File: src/dsf_consts.vh
// constants for the drive security command block
// Function
// (RULE1) freeze command enters frozen state, no data
// (RULE2) after freeze, security-changing commands are refused
// (RULE3) only power removal leaves frozen state
// (RULE4) frozen refuses set, unlock, disable, erase
// (RULE5) only abort bit may be set in error
// (RULE6) set password takes one sector, selects target
// (RULE7) lock armed now, takes effect after reset
// (RULE8) control bit 0 selects master or user
// (RULE9) control bit 8 selects maximum or high
// (RULE10) words 1-16 hold 32 significant password bytes
// (RULE11) word 17 revision code, reported as word 92
// (RULE12) revision 0000h/FFFFh accepted but not stored
// (RULE13) user/high: user or master password unlocks
// (RULE14) user/maximum: only user password unlocks
// (RULE15) master identifier stores master, no lock enable
// (RULE16) high level: master password may unlock
// (RULE17) maximum level recovery only by erase sequence
// (RULE18) erase without preceding prepare is aborted
// (RULE19) reject: not busy, error, abort, no data
`ifndef DSF_CONSTS_VH
`define DSF_CONSTS_VH
// ----------------------------------------
// command codes
// ----------------------------------------
`define DSF_CMD_SETPW 8'hF1
`define DSF_CMD_UNLOCK 8'hF2
`define DSF_CMD_PREP 8'hF3
`define DSF_CMD_ERASE 8'hF4
`define DSF_CMD_FREEZE 8'hF5
`define DSF_CMD_DISPW 8'hF6
// ----------------------------------------
// sector layout
// ----------------------------------------
`define DSF_W_CTRL 8'h00
`define DSF_W_PW_LO 8'h01
`define DSF_W_PW_HI 8'h10
`define DSF_W_REV 8'h11
`define DSF_W_LAST 8'hFF
`define DSF_CTL_ID 0
`define DSF_CTL_LVL 8
`define DSF_REV_NONE0 16'h0000
`define DSF_REV_NONE1 16'hFFFF
`define DSF_TRIES 3'h5
// ----------------------------------------
// status and error bits
// ----------------------------------------
`define DSF_ST_BSY 7
`define DSF_ST_RDY 6
`define DSF_ST_DSC 4
`define DSF_ST_DRQ 3
`define DSF_ST_ERR 0
`define DSF_ER_ABT 2
// ----------------------------------------
// register byte addresses
// ----------------------------------------
`define DSF_A_ERR 8'h00
`define DSF_A_STAT 8'h04
`define DSF_A_SEC 8'h08
`define DSF_A_REV 8'h0C
`define DSF_A_IRQS 8'h10
`define DSF_A_IRQM 8'h14
`define DSF_IRQ_DONE 0
`define DSF_IRQ_ABT 1
`define DSF_RESP_OK 2'h0
`define DSF_RESP_ERR 2'h2
`endif

File: src/dsf_top.v
// drive security state logic with ata-side ports and axi4-lite registers
`timescale 1ns/1ns
`include "dsf_consts.vh"
module dsf_top
(
  input wire MCLK_I,
  input wire ARST_N_I,
  input wire HARD_RST_I,
  input wire CMD_VALID_I,
  input wire [7:0] CMD_CODE_I,
  input wire WORD_VALID_I,
  input wire [15:0] WORD_I,
  output reg DRQ_O,
  output reg DONE_O,
  output reg [7:0] ATA_STATUS_O,
  output reg [7:0] ATA_ERROR_O,
  output reg [15:0] IDENT_REV_O,
  output reg IRQ_O,
  input wire [7:0] AWADDR_I,
  input wire AWVALID_I,
  output reg AWREADY_O,
  input wire [31:0] WDATA_I,
  input wire [3:0] WSTRB_I,
  input wire WVALID_I,
  output reg WREADY_O,
  output reg [1:0] BRESP_O,
  output reg BVALID_O,
  input wire BREADY_I,
  input wire [7:0] ARADDR_I,
  input wire ARVALID_I,
  output reg ARREADY_O,
  output reg [31:0] RDATA_O,
  output reg [1:0] RRESP_O,
  output reg RVALID_O,
  input wire RREADY_I
);

// ----------------------------------------
// states and helpers
// ----------------------------------------
localparam S_IDLE = 3'b001; // ready for a command
localparam S_XFER = 3'b010; // collecting the data-out sector
localparam S_EXEC = 3'b100; // acting on the sector

// full-width password compare, every byte counts
function pw_eq;
  input [255:0] a;
  input [255:0] b;
  begin
    pw_eq = (a == b); // RULE10
  end
endfunction

// ----------------------------------------
// state
// ----------------------------------------
reg [2:0] state_q; // command phase
reg [7:0] op_q; // command being run
reg [7:0] widx_q; // word index in sector
reg [15:0] ctl_q; // control word 0
reg [255:0] pw_q; // incoming password
reg [15:0] rev_in_q; // incoming revision code
reg [255:0] user_pw_q; // stored user password
reg [255:0] mast_pw_q; // stored master password
reg [15:0] rev_q; // stored master revision
reg frozen_q; // frozen until power-off
reg enabled_q; // lock feature enabled
reg locked_q; // device lock mode
reg max_lvl_q; // maximum security level
reg prep_q; // erase prepare just done
reg [2:0] tries_q; // unlock attempts left
reg [1:0] irq_st_q; // sticky event bits
reg [1:0] irq_mk_q; // event mask
reg ev_done; // completion pulse source
reg ev_abt; // abort pulse source

// ----------------------------------------
// decode of the incoming sector
// ----------------------------------------
wire id_master = ctl_q[`DSF_CTL_ID]; // RULE8
wire lvl_max = ctl_q[`DSF_CTL_LVL]; // RULE9
wire rev_ok = (rev_in_q != `DSF_REV_NONE0) && (rev_in_q != `DSF_REV_NONE1); // RULE12
// unlock match: user always, master only at high level
wire pw_match = id_master ? (!max_lvl_q && pw_eq(pw_q, mast_pw_q)) // RULE16 RULE14
                          : pw_eq(pw_q, user_pw_q); // RULE13
wire take_cmd = CMD_VALID_I && state_q[0];
wire take_word = WORD_VALID_I && DRQ_O;
wire sec_cmd = (CMD_CODE_I == `DSF_CMD_SETPW) || (CMD_CODE_I == `DSF_CMD_UNLOCK)
             || (CMD_CODE_I == `DSF_CMD_DISPW) || (CMD_CODE_I == `DSF_CMD_ERASE);

// ----------------------------------------
// command sequencer
// ----------------------------------------
// one command at a time; a refused one completes at once with abort
always @(posedge MCLK_I or negedge ARST_N_I)
begin
  if (!ARST_N_I)
  begin
    state_q <= S_IDLE;
    op_q <= 8'h00;
    widx_q <= 8'h00;
    ctl_q <= 16'h0000;
    pw_q <= {256{1'b0}};
    rev_in_q <= 16'h0000;
    user_pw_q <= {256{1'b0}};
    mast_pw_q <= {256{1'b0}};
    rev_q <= 16'h0000;
    frozen_q <= 1'b0; // RULE3
    enabled_q <= 1'b0;
    locked_q <= 1'b0;
    max_lvl_q <= 1'b0;
    prep_q <= 1'b0;
    tries_q <= `DSF_TRIES;
    DRQ_O <= 1'b0;
    DONE_O <= 1'b0;
    ATA_STATUS_O <= 8'h50;
    ATA_ERROR_O <= 8'h00;
    ev_done <= 1'b0;
    ev_abt <= 1'b0;
  end
  else
  begin
    DONE_O <= 1'b0;
    ev_done <= 1'b0;
    ev_abt <= 1'b0;
    // hard reset arms the lock but never clears frozen
    if (HARD_RST_I && state_q[0])
    begin
      locked_q <= enabled_q; // RULE7
      tries_q <= `DSF_TRIES;
      prep_q <= 1'b0;
    end
    case (state_q)
      S_IDLE:
      begin
        if (take_cmd && !HARD_RST_I)
        begin
          op_q <= CMD_CODE_I;
          widx_q <= 8'h00;
          // any command but prepare breaks the erase sequence
          prep_q <= (CMD_CODE_I == `DSF_CMD_PREP);
          if (CMD_CODE_I == `DSF_CMD_FREEZE)
          begin
            frozen_q <= 1'b1; // RULE1
            DONE_O <= 1'b1;
            ev_done <= 1'b1;
            ATA_STATUS_O <= 8'h50;
            ATA_ERROR_O <= 8'h00;
          end
          else if (CMD_CODE_I == `DSF_CMD_PREP)
          begin
            DONE_O <= 1'b1;
            ev_done <= 1'b1;
            ATA_STATUS_O <= 8'h50;
            ATA_ERROR_O <= 8'h00;
          end
          else if (!sec_cmd || (frozen_q && sec_cmd) // RULE2 RULE4
                   || (CMD_CODE_I == `DSF_CMD_ERASE && !prep_q) // RULE18 RULE17
                   || (tries_q == 3'h0 && CMD_CODE_I != `DSF_CMD_SETPW
                       && CMD_CODE_I != `DSF_CMD_ERASE))
          begin
            // refused: busy clear, error and abort, no data phase
            DONE_O <= 1'b1; // RULE19
            ev_done <= 1'b1;
            ev_abt <= 1'b1;
            ATA_STATUS_O <= 8'h51; // RULE19
            ATA_ERROR_O <= 8'h04; // RULE5
          end
          else
          begin
            // open the data-out phase for one sector
            state_q <= S_XFER; // RULE6
            DRQ_O <= 1'b1;
            ATA_STATUS_O <= 8'h58;
            ATA_ERROR_O <= 8'h00;
          end
        end
      end
      S_XFER:
      begin
        if (take_word)
        begin
          widx_q <= widx_q + 8'h01;
          if (widx_q == `DSF_W_CTRL)
            ctl_q <= WORD_I;
          // password words land low word first
          if (widx_q >= `DSF_W_PW_LO && widx_q <= `DSF_W_PW_HI)
            pw_q <= {WORD_I, pw_q[255:16]}; // RULE10
          if (widx_q == `DSF_W_REV)
            rev_in_q <= WORD_I; // RULE11
          if (widx_q == `DSF_W_LAST)
          begin
            DRQ_O <= 1'b0;
            ATA_STATUS_O <= 8'hD0;
            state_q <= S_EXEC;
          end
        end
      end
      S_EXEC:
      begin
        state_q <= S_IDLE;
        DONE_O <= 1'b1;
        ev_done <= 1'b1;
        ATA_STATUS_O <= 8'h50;
        ATA_ERROR_O <= 8'h00;
        case (op_q)
          `DSF_CMD_SETPW:
          begin
            if (id_master)
            begin
              // master stored, lock feature untouched
              mast_pw_q <= pw_q; // RULE15
              if (rev_ok)
                rev_q <= rev_in_q; // RULE12
            end
            else
            begin
              // user stored; lock applies only after a reset
              user_pw_q <= pw_q; // RULE13 RULE14
              max_lvl_q <= lvl_max; // RULE9
              enabled_q <= 1'b1; // RULE7
            end
          end
          `DSF_CMD_UNLOCK, `DSF_CMD_DISPW:
          begin
            if (pw_match)
            begin
              locked_q <= 1'b0;
              if (op_q == `DSF_CMD_DISPW)
                enabled_q <= 1'b0;
            end
            else
            begin
              // mismatch costs one attempt
              tries_q <= tries_q - 3'h1;
              ev_abt <= 1'b1;
              ATA_STATUS_O <= 8'h51; // RULE19
              ATA_ERROR_O <= 8'h04; // RULE5
            end
          end
          `DSF_CMD_ERASE:
          begin
            // erase drops the user password and the lock
            user_pw_q <= {256{1'b0}}; // RULE17
            enabled_q <= 1'b0;
            locked_q <= 1'b0;
            max_lvl_q <= 1'b0;
          end
          default:
          begin
            ATA_STATUS_O <= 8'h51;
            ATA_ERROR_O <= 8'h04;
          end
        endcase
      end
      default:
      begin
        state_q <= S_IDLE;
        DRQ_O <= 1'b0;
      end
    endcase
  end
end

// ----------------------------------------
// identify word 92 copy
// ----------------------------------------
always @(posedge MCLK_I or negedge ARST_N_I)
begin
  if (!ARST_N_I)
    IDENT_REV_O <= 16'h0000;
  else
    IDENT_REV_O <= rev_q; // RULE11
end

// ----------------------------------------
// interrupt status and output
// ----------------------------------------
wire aw_go = AWVALID_I && WVALID_I && !BVALID_O && !AWREADY_O;
wire [1:0] w1c = (aw_go && AWADDR_I == `DSF_A_IRQS && WSTRB_I[0]) ? WDATA_I[1:0] : 2'b00;
wire [1:0] ev_set = {ev_abt, ev_done};

// sticky bits; a new event wins over a clear in the same cycle
always @(posedge MCLK_I or negedge ARST_N_I)
begin
  if (!ARST_N_I)
  begin
    irq_st_q <= 2'b00;
    IRQ_O <= 1'b0;
  end
  else
  begin
    irq_st_q <= (irq_st_q & ~w1c) | ev_set;
    IRQ_O <= |(((irq_st_q & ~w1c) | ev_set) & irq_mk_q);
  end
end

// ----------------------------------------
// axi4-lite write channel
// ----------------------------------------
// address and data are taken together, response one cycle later
always @(posedge MCLK_I or negedge ARST_N_I)
begin
  if (!ARST_N_I)
  begin
    AWREADY_O <= 1'b0;
    WREADY_O <= 1'b0;
    BVALID_O <= 1'b0;
    BRESP_O <= `DSF_RESP_OK;
    irq_mk_q <= 2'b00;
  end
  else
  begin
    AWREADY_O <= aw_go;
    WREADY_O <= aw_go;
    if (aw_go)
    begin
      BVALID_O <= 1'b1;
      if (AWADDR_I == `DSF_A_IRQM)
      begin
        BRESP_O <= `DSF_RESP_OK;
        if (WSTRB_I[0])
          irq_mk_q <= WDATA_I[1:0];
      end
      else if (AWADDR_I == `DSF_A_IRQS)
        BRESP_O <= `DSF_RESP_OK;
      else if (AWADDR_I == `DSF_A_ERR || AWADDR_I == `DSF_A_STAT
               || AWADDR_I == `DSF_A_SEC || AWADDR_I == `DSF_A_REV)
        BRESP_O <= `DSF_RESP_OK; // read-only, write ignored
      else
        BRESP_O <= `DSF_RESP_ERR;
    end
    else if (BVALID_O && BREADY_I)
      BVALID_O <= 1'b0;
  end
end

// ----------------------------------------
// axi4-lite read channel
// ----------------------------------------
wire ar_go = ARVALID_I && !RVALID_O && !ARREADY_O;

// read data mux, unmapped reads give zero and slverr
always @(posedge MCLK_I or negedge ARST_N_I)
begin
  if (!ARST_N_I)
  begin
    ARREADY_O <= 1'b0;
    RVALID_O <= 1'b0;
    RDATA_O <= 32'h00000000;
    RRESP_O <= `DSF_RESP_OK;
  end
  else
  begin
    ARREADY_O <= ar_go;
    if (ar_go)
    begin
      RVALID_O <= 1'b1;
      RRESP_O <= `DSF_RESP_OK;
      case (ARADDR_I)
        `DSF_A_ERR: RDATA_O <= {24'h000000, ATA_ERROR_O};
        `DSF_A_STAT: RDATA_O <= {24'h000000, ATA_STATUS_O};
        `DSF_A_SEC: RDATA_O <= {24'h000000, tries_q, prep_q, max_lvl_q,
                                locked_q, enabled_q, frozen_q};
        `DSF_A_REV: RDATA_O <= {16'h0000, rev_q};
        `DSF_A_IRQS: RDATA_O <= {30'h00000000, irq_st_q};
        `DSF_A_IRQM: RDATA_O <= {30'h00000000, irq_mk_q};
        default:
        begin
          RDATA_O <= 32'h00000000;
          RRESP_O <= `DSF_RESP_ERR;
        end
      endcase
    end
    else if (RVALID_O && RREADY_I)
      RVALID_O <= 1'b0;
  end
end

endmodule // dsf_top

File: config.mk
export PLATFORM = sky130hd
export DESIGN_NAME = dsf_top
export DESIGN_NICKNAME = d
export VERILOG_FILES = /design/src/dsf_top.v
export VERILOG_INCLUDE_DIRS = /design/src
export SDC_FILE = /design/constraint.sdc
export NUM_CORES = 2
export LEC_CHECK = 0
export BUFFER_PORTS_ARGS = -buffer_cell sky130_fd_sc_hd__buf_2
export CORE_ASPECT_RATIO = 1.5
export CORE_MARGIN = 10
export CORE_UTILIZATION = 35
export DETAILED_ROUTE_END_ITERATION = 10
export HOLD_SLACK_MARGIN = 0.1
export PLACE_DENSITY = 0.48
export REMOVE_ABC_BUFFERS = 1
export SYNTH_ARGS = -nofsm -noshare
export SYNTH_HDL_FRONTEND = slang
export SYNTH_SLANG_ARGS = --single-unit
File: constraint.sdc
create_clock -name MCLK_I -period 5.4 [get_ports MCLK_I]
set_input_delay 0.27 -clock MCLK_I [delete_from_list [all_inputs] [get_ports MCLK_I]]
set_output_delay 0.27 -clock MCLK_I [all_outputs]
set_load 0.05 [all_outputs]
Word level (Yosys, flattened, before mapping)
Cells that the tools add are included.
{"block": "classes", "bitwise_logic": 5, "addsub": 2, "shift": 0, "n_eq_ne": 39, "reduce_logical": 68, "n_div": 0, "order_cmp": 2, "mux": 74, "mul": 0}
{"operator": "== test 256 bit", "n": 2}
{"operator": "one-hot mux 256 bit (2 select lines)", "n": 1}
{"operator": "two-way mux 256 bit", "n": 1}
{"operator": "one-hot mux 16 bit (6 select lines)", "n": 1}
{"operator": "== test 8 bit, second input constant", "n": 11}
{"operator": "two-way mux 8 bit", "n": 6}
{"operator": "two-way mux 3 bit", "n": 14}
{"operator": "== test 8 x 5 -> 1 bit, second input constant", "n": 5}
{"operator": "== test 8 x 4 -> 1 bit, second input constant", "n": 4}
{"operator": "one-hot mux 8 bit (2 select lines)", "n": 2}
{"operator": "two-way mux 1 bit", "n": 31}
{"operator": "logical NOT 8 bit", "n": 3}
{"operator": "one-hot mux 8 bit (3 select lines)", "n": 1}
{"operator": "AND reduction 3 bit", "n": 8}
{"operator": "logical AND 1 bit", "n": 20}
{"operator": "inequality test 2 bit, second input constant", "n": 9}
{"operator": "== test 8 x 3 -> 1 bit, second input constant", "n": 2}
{"operator": "inequality test 16 bit, second input constant", "n": 1}
{"operator": "inequality test 8 bit, second input constant", "n": 2}
{"operator": "nonzero test 16 bit", "n": 1}
{"operator": "two-way mux 4 bit", "n": 3}
{"operator": "one-hot mux 3 bit (2 select lines)", "n": 2}
{"operator": "two-way mux 2 bit", "n": 5}
{"operator": "one-hot mux 1 bit (2 select lines)", "n": 5}
{"operator": "24 further kinds", "n": 50}
{"block": "totals", "mem_bits_ro": 0, "ramBits": 0, "regBits": 916, "n_memories": 0, "latch_bits": 0, "input_bits": 86}

Depth between registers and ports, before layout
{"block": "depth", "ltp_word": 13, "depth_mapped": 11, "depth_no_buf": 9}

Least setup slack after synthesis
No wires, ideal clock.
{"block": "synth_timing", "path_type": "reg2reg", "startpoint": "register state_q[1]", "endpoint": "register rev_q[10]", "required_ns": 5.275, "path_stages_with_launch": 10, "t_arrival_ns": 2.115, "path_slack_ns": 3.161, "setup_ns": 0.125, "path_cell_list": "dfrtp_1 -> nand2b_1 -> or2_2 -> nor2_2 -> and4_1 -> buf_2 -> nand2_1 -> nor2_4 -> buf_4 -> mux2_2"}
{"block": "synth_via", "elab_chain_len": 2}
{"item": "from (decl)", "line_no": "dsf_top.v:57", "text": "reg [2:0] state_q;"}
{"item": "from (signal assigned)", "line_no": "dsf_top.v:99", "text": "state_q <= S_IDLE;"}
{"item": "from (signal assigned)", "line_no": "dsf_top.v:172", "text": "state_q <= S_XFER;"}
{"item": "from (signal assigned)", "line_no": "dsf_top.v:195", "text": "state_q <= S_EXEC;"}
{"item": "== test 3 bit", "line_no": "dsf_top.v:133", "text": "case (state_q)"}
{"item": "AND reduction 4 bit (no line)"}
{"item": "to (signal assigned)", "line_no": "dsf_top.v:214", "text": "rev_q <= rev_in_q;"}
{"item": "to (decl)", "line_no": "dsf_top.v:65", "text": "reg [15:0] rev_q;"}
Every way passes these cells.
A chain may end at the register's enable or synchronous reset.

Worst setup path after layout
{"block": "layout_timing", "startpoint": "register pw_q[237]", "endpoint": "register tries_q[1]"}
{"block": "layout_via", "elab_chain_len": 6, "word_cells_on_any_way": 7, "cone_classes": "2 x eq/ne; 4 x mux; 1 x reduce/logical"}
{"item": "from (decl)", "line_no": "dsf_top.v:61", "text": "reg [255:0] pw_q;"}
{"item": "from (signal assigned)", "line_no": "dsf_top.v:103", "text": "pw_q <= {256{1'b0}};"}
{"item": "from (signal assigned)", "line_no": "dsf_top.v:188", "text": "pw_q <= {WORD_I, pw_q[255:16]};"}
{"item": "== test 256 bit", "line_no": "dsf_top.v:50", "text": "pw_eq = (a == b);"}
{"item": "logical AND 1 bit", "line_no": "dsf_top.v:84", "text": "wire pw_match = id_master ? (!max_lvl_q && pw_eq(pw_q, mast_pw_q))"}
{"item": "two-way mux 1 bit *", "line_no": "dsf_top.v:84"}
{"item": "two-way mux 3 bit *", "line_no": "dsf_top.v:226", "text": "if (pw_match)"}
{"item": "two-way mux 3 bit *", "line_no": "dsf_top.v:206", "text": "case (op_q)"}
{"item": "two-way mux 3 bit *", "line_no": "dsf_top.v:133"}
{"item": "to (signal assigned)", "line_no": "dsf_top.v:113", "text": "tries_q <= `DSF_TRIES;"}
{"item": "to (signal assigned)", "line_no": "dsf_top.v:130", "text": "tries_q <= `DSF_TRIES;"}
{"item": "to (signal assigned)", "line_no": "dsf_top.v:235", "text": "tries_q <= tries_q - 3'h1;"}
{"item": "to (decl)", "line_no": "dsf_top.v:71", "text": "reg [2:0] tries_q;"}
Every way passes the cells marked *; elsewhere a longest branch is shown, timed or not.

==> metrics <==
wire length per cell 26.8 µm; Crit Path Max Fanout 6; Seq/Total Area, Yosys 55.3%; antenna violations before repair 5; Top Ports 162; placed cell count 5523; type of the most critical hold path in2async; synthesized flop and latch total 879; Levels on crit path 7; final non-filler cell total 5740; drt total wl 154000 µm; largest family of logic cells by synthesized area simple AND/OR/NAND/NOR gates; Startpoint Class flop; Clock transition at path regs 60 ps; Die Wd 295 µm; cell area after layout 45500 µm²; global route overflow 0; Via density 5.25; final setup fails 0; Post-Synth XOR/XNOR Area 5.77%; Net Switching 3130 µW; top-count cell post-synth nand2_1; status complete, but fails checks; Worst-Margin Slew 1540 ps; GRT Total Usage 24.0%; area share of the largest cell type after synthesis 55.1%; hpwl dp 114000 µm; yosys warns 0; initial DRC count 2594; clock share of power 49.0%; top cell type by total area after synthesis dfrtp_1; vias in the first global route 29500; Worst path max stage delay 920 ps; skew final 36.0 ps; Row Count 151; Async S/R FF share, synth 100%; fin crit period 3700 ps; Mapped Area 39800 µm²; die area 128000 µm²; Power Density 301 nW/µm²; crit end category flop; area share of fa/ha/maj cells after synthesis 0.157%; clock buffer depth 3; Synth area leaders dfrtp_1, nand2_1, o21ai_0; Area Overhead vs Synth 14.4%; Setup TNS Final 0 ps; max-cap viol count 1; Max-slew headroom -3.29%; number of routed nets with antenna violations 0; Fin. Hold Viols 0; RSZ-0062 raised after global routing no; most frequent cells after synthesis nand2_1, dfrtp_1, o21ai_0, inv_1, mux2_2; first-pass GRT wire length 219000 µm; First-pass DRT Iterations 5; Num CTS Buffers 88; core region area 113000 µm²; Cells after Synth 4110; Post-route DRC 0; Pleak 0.0217 µW; post-synthesis mux area share 5.17%; Clock Root Buffer clkbuf_16; number of port buffers 98; Worst-Skew Late Latency 720 ps; Sink Count 879; gpl congestion 0.999; kind of critical path reg2reg; Critical Path RT 6010 ps; ratio of cells with drive above 1 in the final layout 12.1%; footprint of the multi-input gates 16200 µm²; fin. max-slew vios 2; Avg Inst Size Synth 9.68 µm²; fin nets 4305; CP delay by family, top simple AND/OR/NAND/NOR gates; Synth Flop Type dfrtp_1; worst path bufs/invs 0; Simple-Gate Fraction of Synth Area 17.1%; register area 22000 µm²; compound-gate portion of the synthesized area 12.0%; fmax 270 MHz; FILL cells 11300; Die Y 433 µm; vias 30100; Max VDD drop 0.000202 V; CTS H-tree lvls 3; Switching Share 22.9%; CTS resizes 0; Starting Density 35.2%; CP max-delay cell nor4_1; number of synthesized flops with an enable pin 0; Distinct cells, synth 62; largest net degree at the start of global routing 165; cell area after placement 41900 µm²; worst-path cell chain xor2_1 -> nor4_1 -> nand4_1 -> nor4_1 -> nand4_2 -> nand4_2 -> mux2i_1; share of power burned in registers 48.4%; CTS tree done; failing checks max-capacitance violations, max-slew violations; Internal 10600 µW; Arr. time, crit path 4310 ps; share of power burned in combinational logic 2.6%; period utilization 68.6%; worst r2r path cells 7
[final timing paths]
kind / from / endpoint / slack (ps)
worst min register to register: rev_q[14] / IDENT_REV_O[14] / 400
min in group MCLK_I: CMD_CODE_I[7] / op_q[7] / 330
worst max-delay path: pw_q[237] / tries_q[1] / 1700
worst max register to register: pw_q[237] / tries_q[1] / 1700
worst min-delay path: ARST_N_I / pw_q[187] / 130
max in group asynchronous: ARST_N_I / pw_q[4] / 3860
[kinds of logic (layout without fill, tap and decap cells)]
logic type,after synthesis,after routing
AO/OA/AOI/OAI,795,795
buffers and inverters,422,567
flip-flops,879,879
adder cells (fa/ha/maj),5,5
XOR/XNOR,262,262
other,2,34
AND/OR/NAND/NOR,1562,1562
multiplexers,183,183
[power by group through the flow]
stage | Combinational, µW | Clock [µW] | Sequential (µW)
after floorplan | 90.8 | 0 | 6770
after global placement | 342 | 0 | 6740
after detailed placement | 341 | 0 | 6740
after CTS | 372 | 6860 | 6620
after global routing | 403 | 7100 | 6610
final | 361 | 6710 | 6620
[placed cells by master, fill, tap and decap left out, types with 14 or more instances in the layout]
master         instances
xnor2_1              116
nor2b_1               84
a2111oi_0             16
nand2_1             1167
buf_2                 97
xor2_1               146
inv_1                190
o21ai_1               50
dlygate4sd3_1         54
dfrtp_1              876
mux2_2               178
clkinv_2              18
nand4_1               68
nor3_1                16
clkbuf_8              18
o2111ai_1             23
o2bb2ai_1             41
nor2_1                31
a22o_1                35
nand2b_1              77
a2111o_1              22
buf_4                 51
buf_12                14
nor4_1                76
o21ai_0              477
o22ai_1               72
clkbuf_16             88
conb_1                30
a21oi_1               15
[worst reg2reg max path, stage by stage, from the launching register on]
cell and delay, ps:
dfrtp_1 600, xor2_1 270, nor4_1 920, nand4_1 390
nor4_1 600, nand4_2 380, nand4_2 280, mux2i_1 210
[what timing repair did]
| action | in CTS | in global routing |
|---|---|---|
| setup endpoints to repair | 0 | 0 |
| hold buffers | 54 | 0 |
| buffers inserted | 0 | 0 |
| endpoints found under the hold margin | 212 | 0 |
[per-stage QoR]
| stage | util [%] | power, µW | hold WS [ps] | setup WS (ps) |
|---|---|---|---|---|
| after detailed placement | 37.0 | 7080 | 271 | 1590 |
| after floorplan | - | 6860 | -25.6 | -4100 |
| final | 40.3 | 13700 | 134 | 1700 |
| after global placement | 37.0 | 7080 | 276 | 1610 |
| after CTS | 40.3 | 13800 | 123 | 1580 |
| after global routing | 40.3 | 14100 | 171 | 1690 |
[layer usage]
metal / up-vias / wire (µm) / share of wire (%) / global-route usage [%]
met2: 931 / 73500 / 48 / 40.0
met1: 14900 / 58600 / 38 / 27.6
met4: 4 / 13900 / 9.0 / 18.5
met3: 322 / 7610 / 5.0 / 3.36
li1: 13900 / - / - / -
met5: - / 31 / 0.020 / 0
[state kept, by name, summed over array words and instances (netlist names), 16 cells and up]
register	count
IDENT_REV_O	16
RDATA_O	16
rev_q	16
rev_in_q	16
user_pw_q	256
pw_q	256
mast_pw_q	256
[cell type report]
class	instances	area share (%)
Inverter	191	1.58
Clock inverter	44	1.35
Multi-Input combinational cell	2837	35.5
Timing Repair Buffer	217	3.74
Clock buffer	115	5.46
Antenna cell	4	0.0220
Sequential cell	879	48.3
Tap cell	1453	4.00
(Power assumes the default switching activity.)
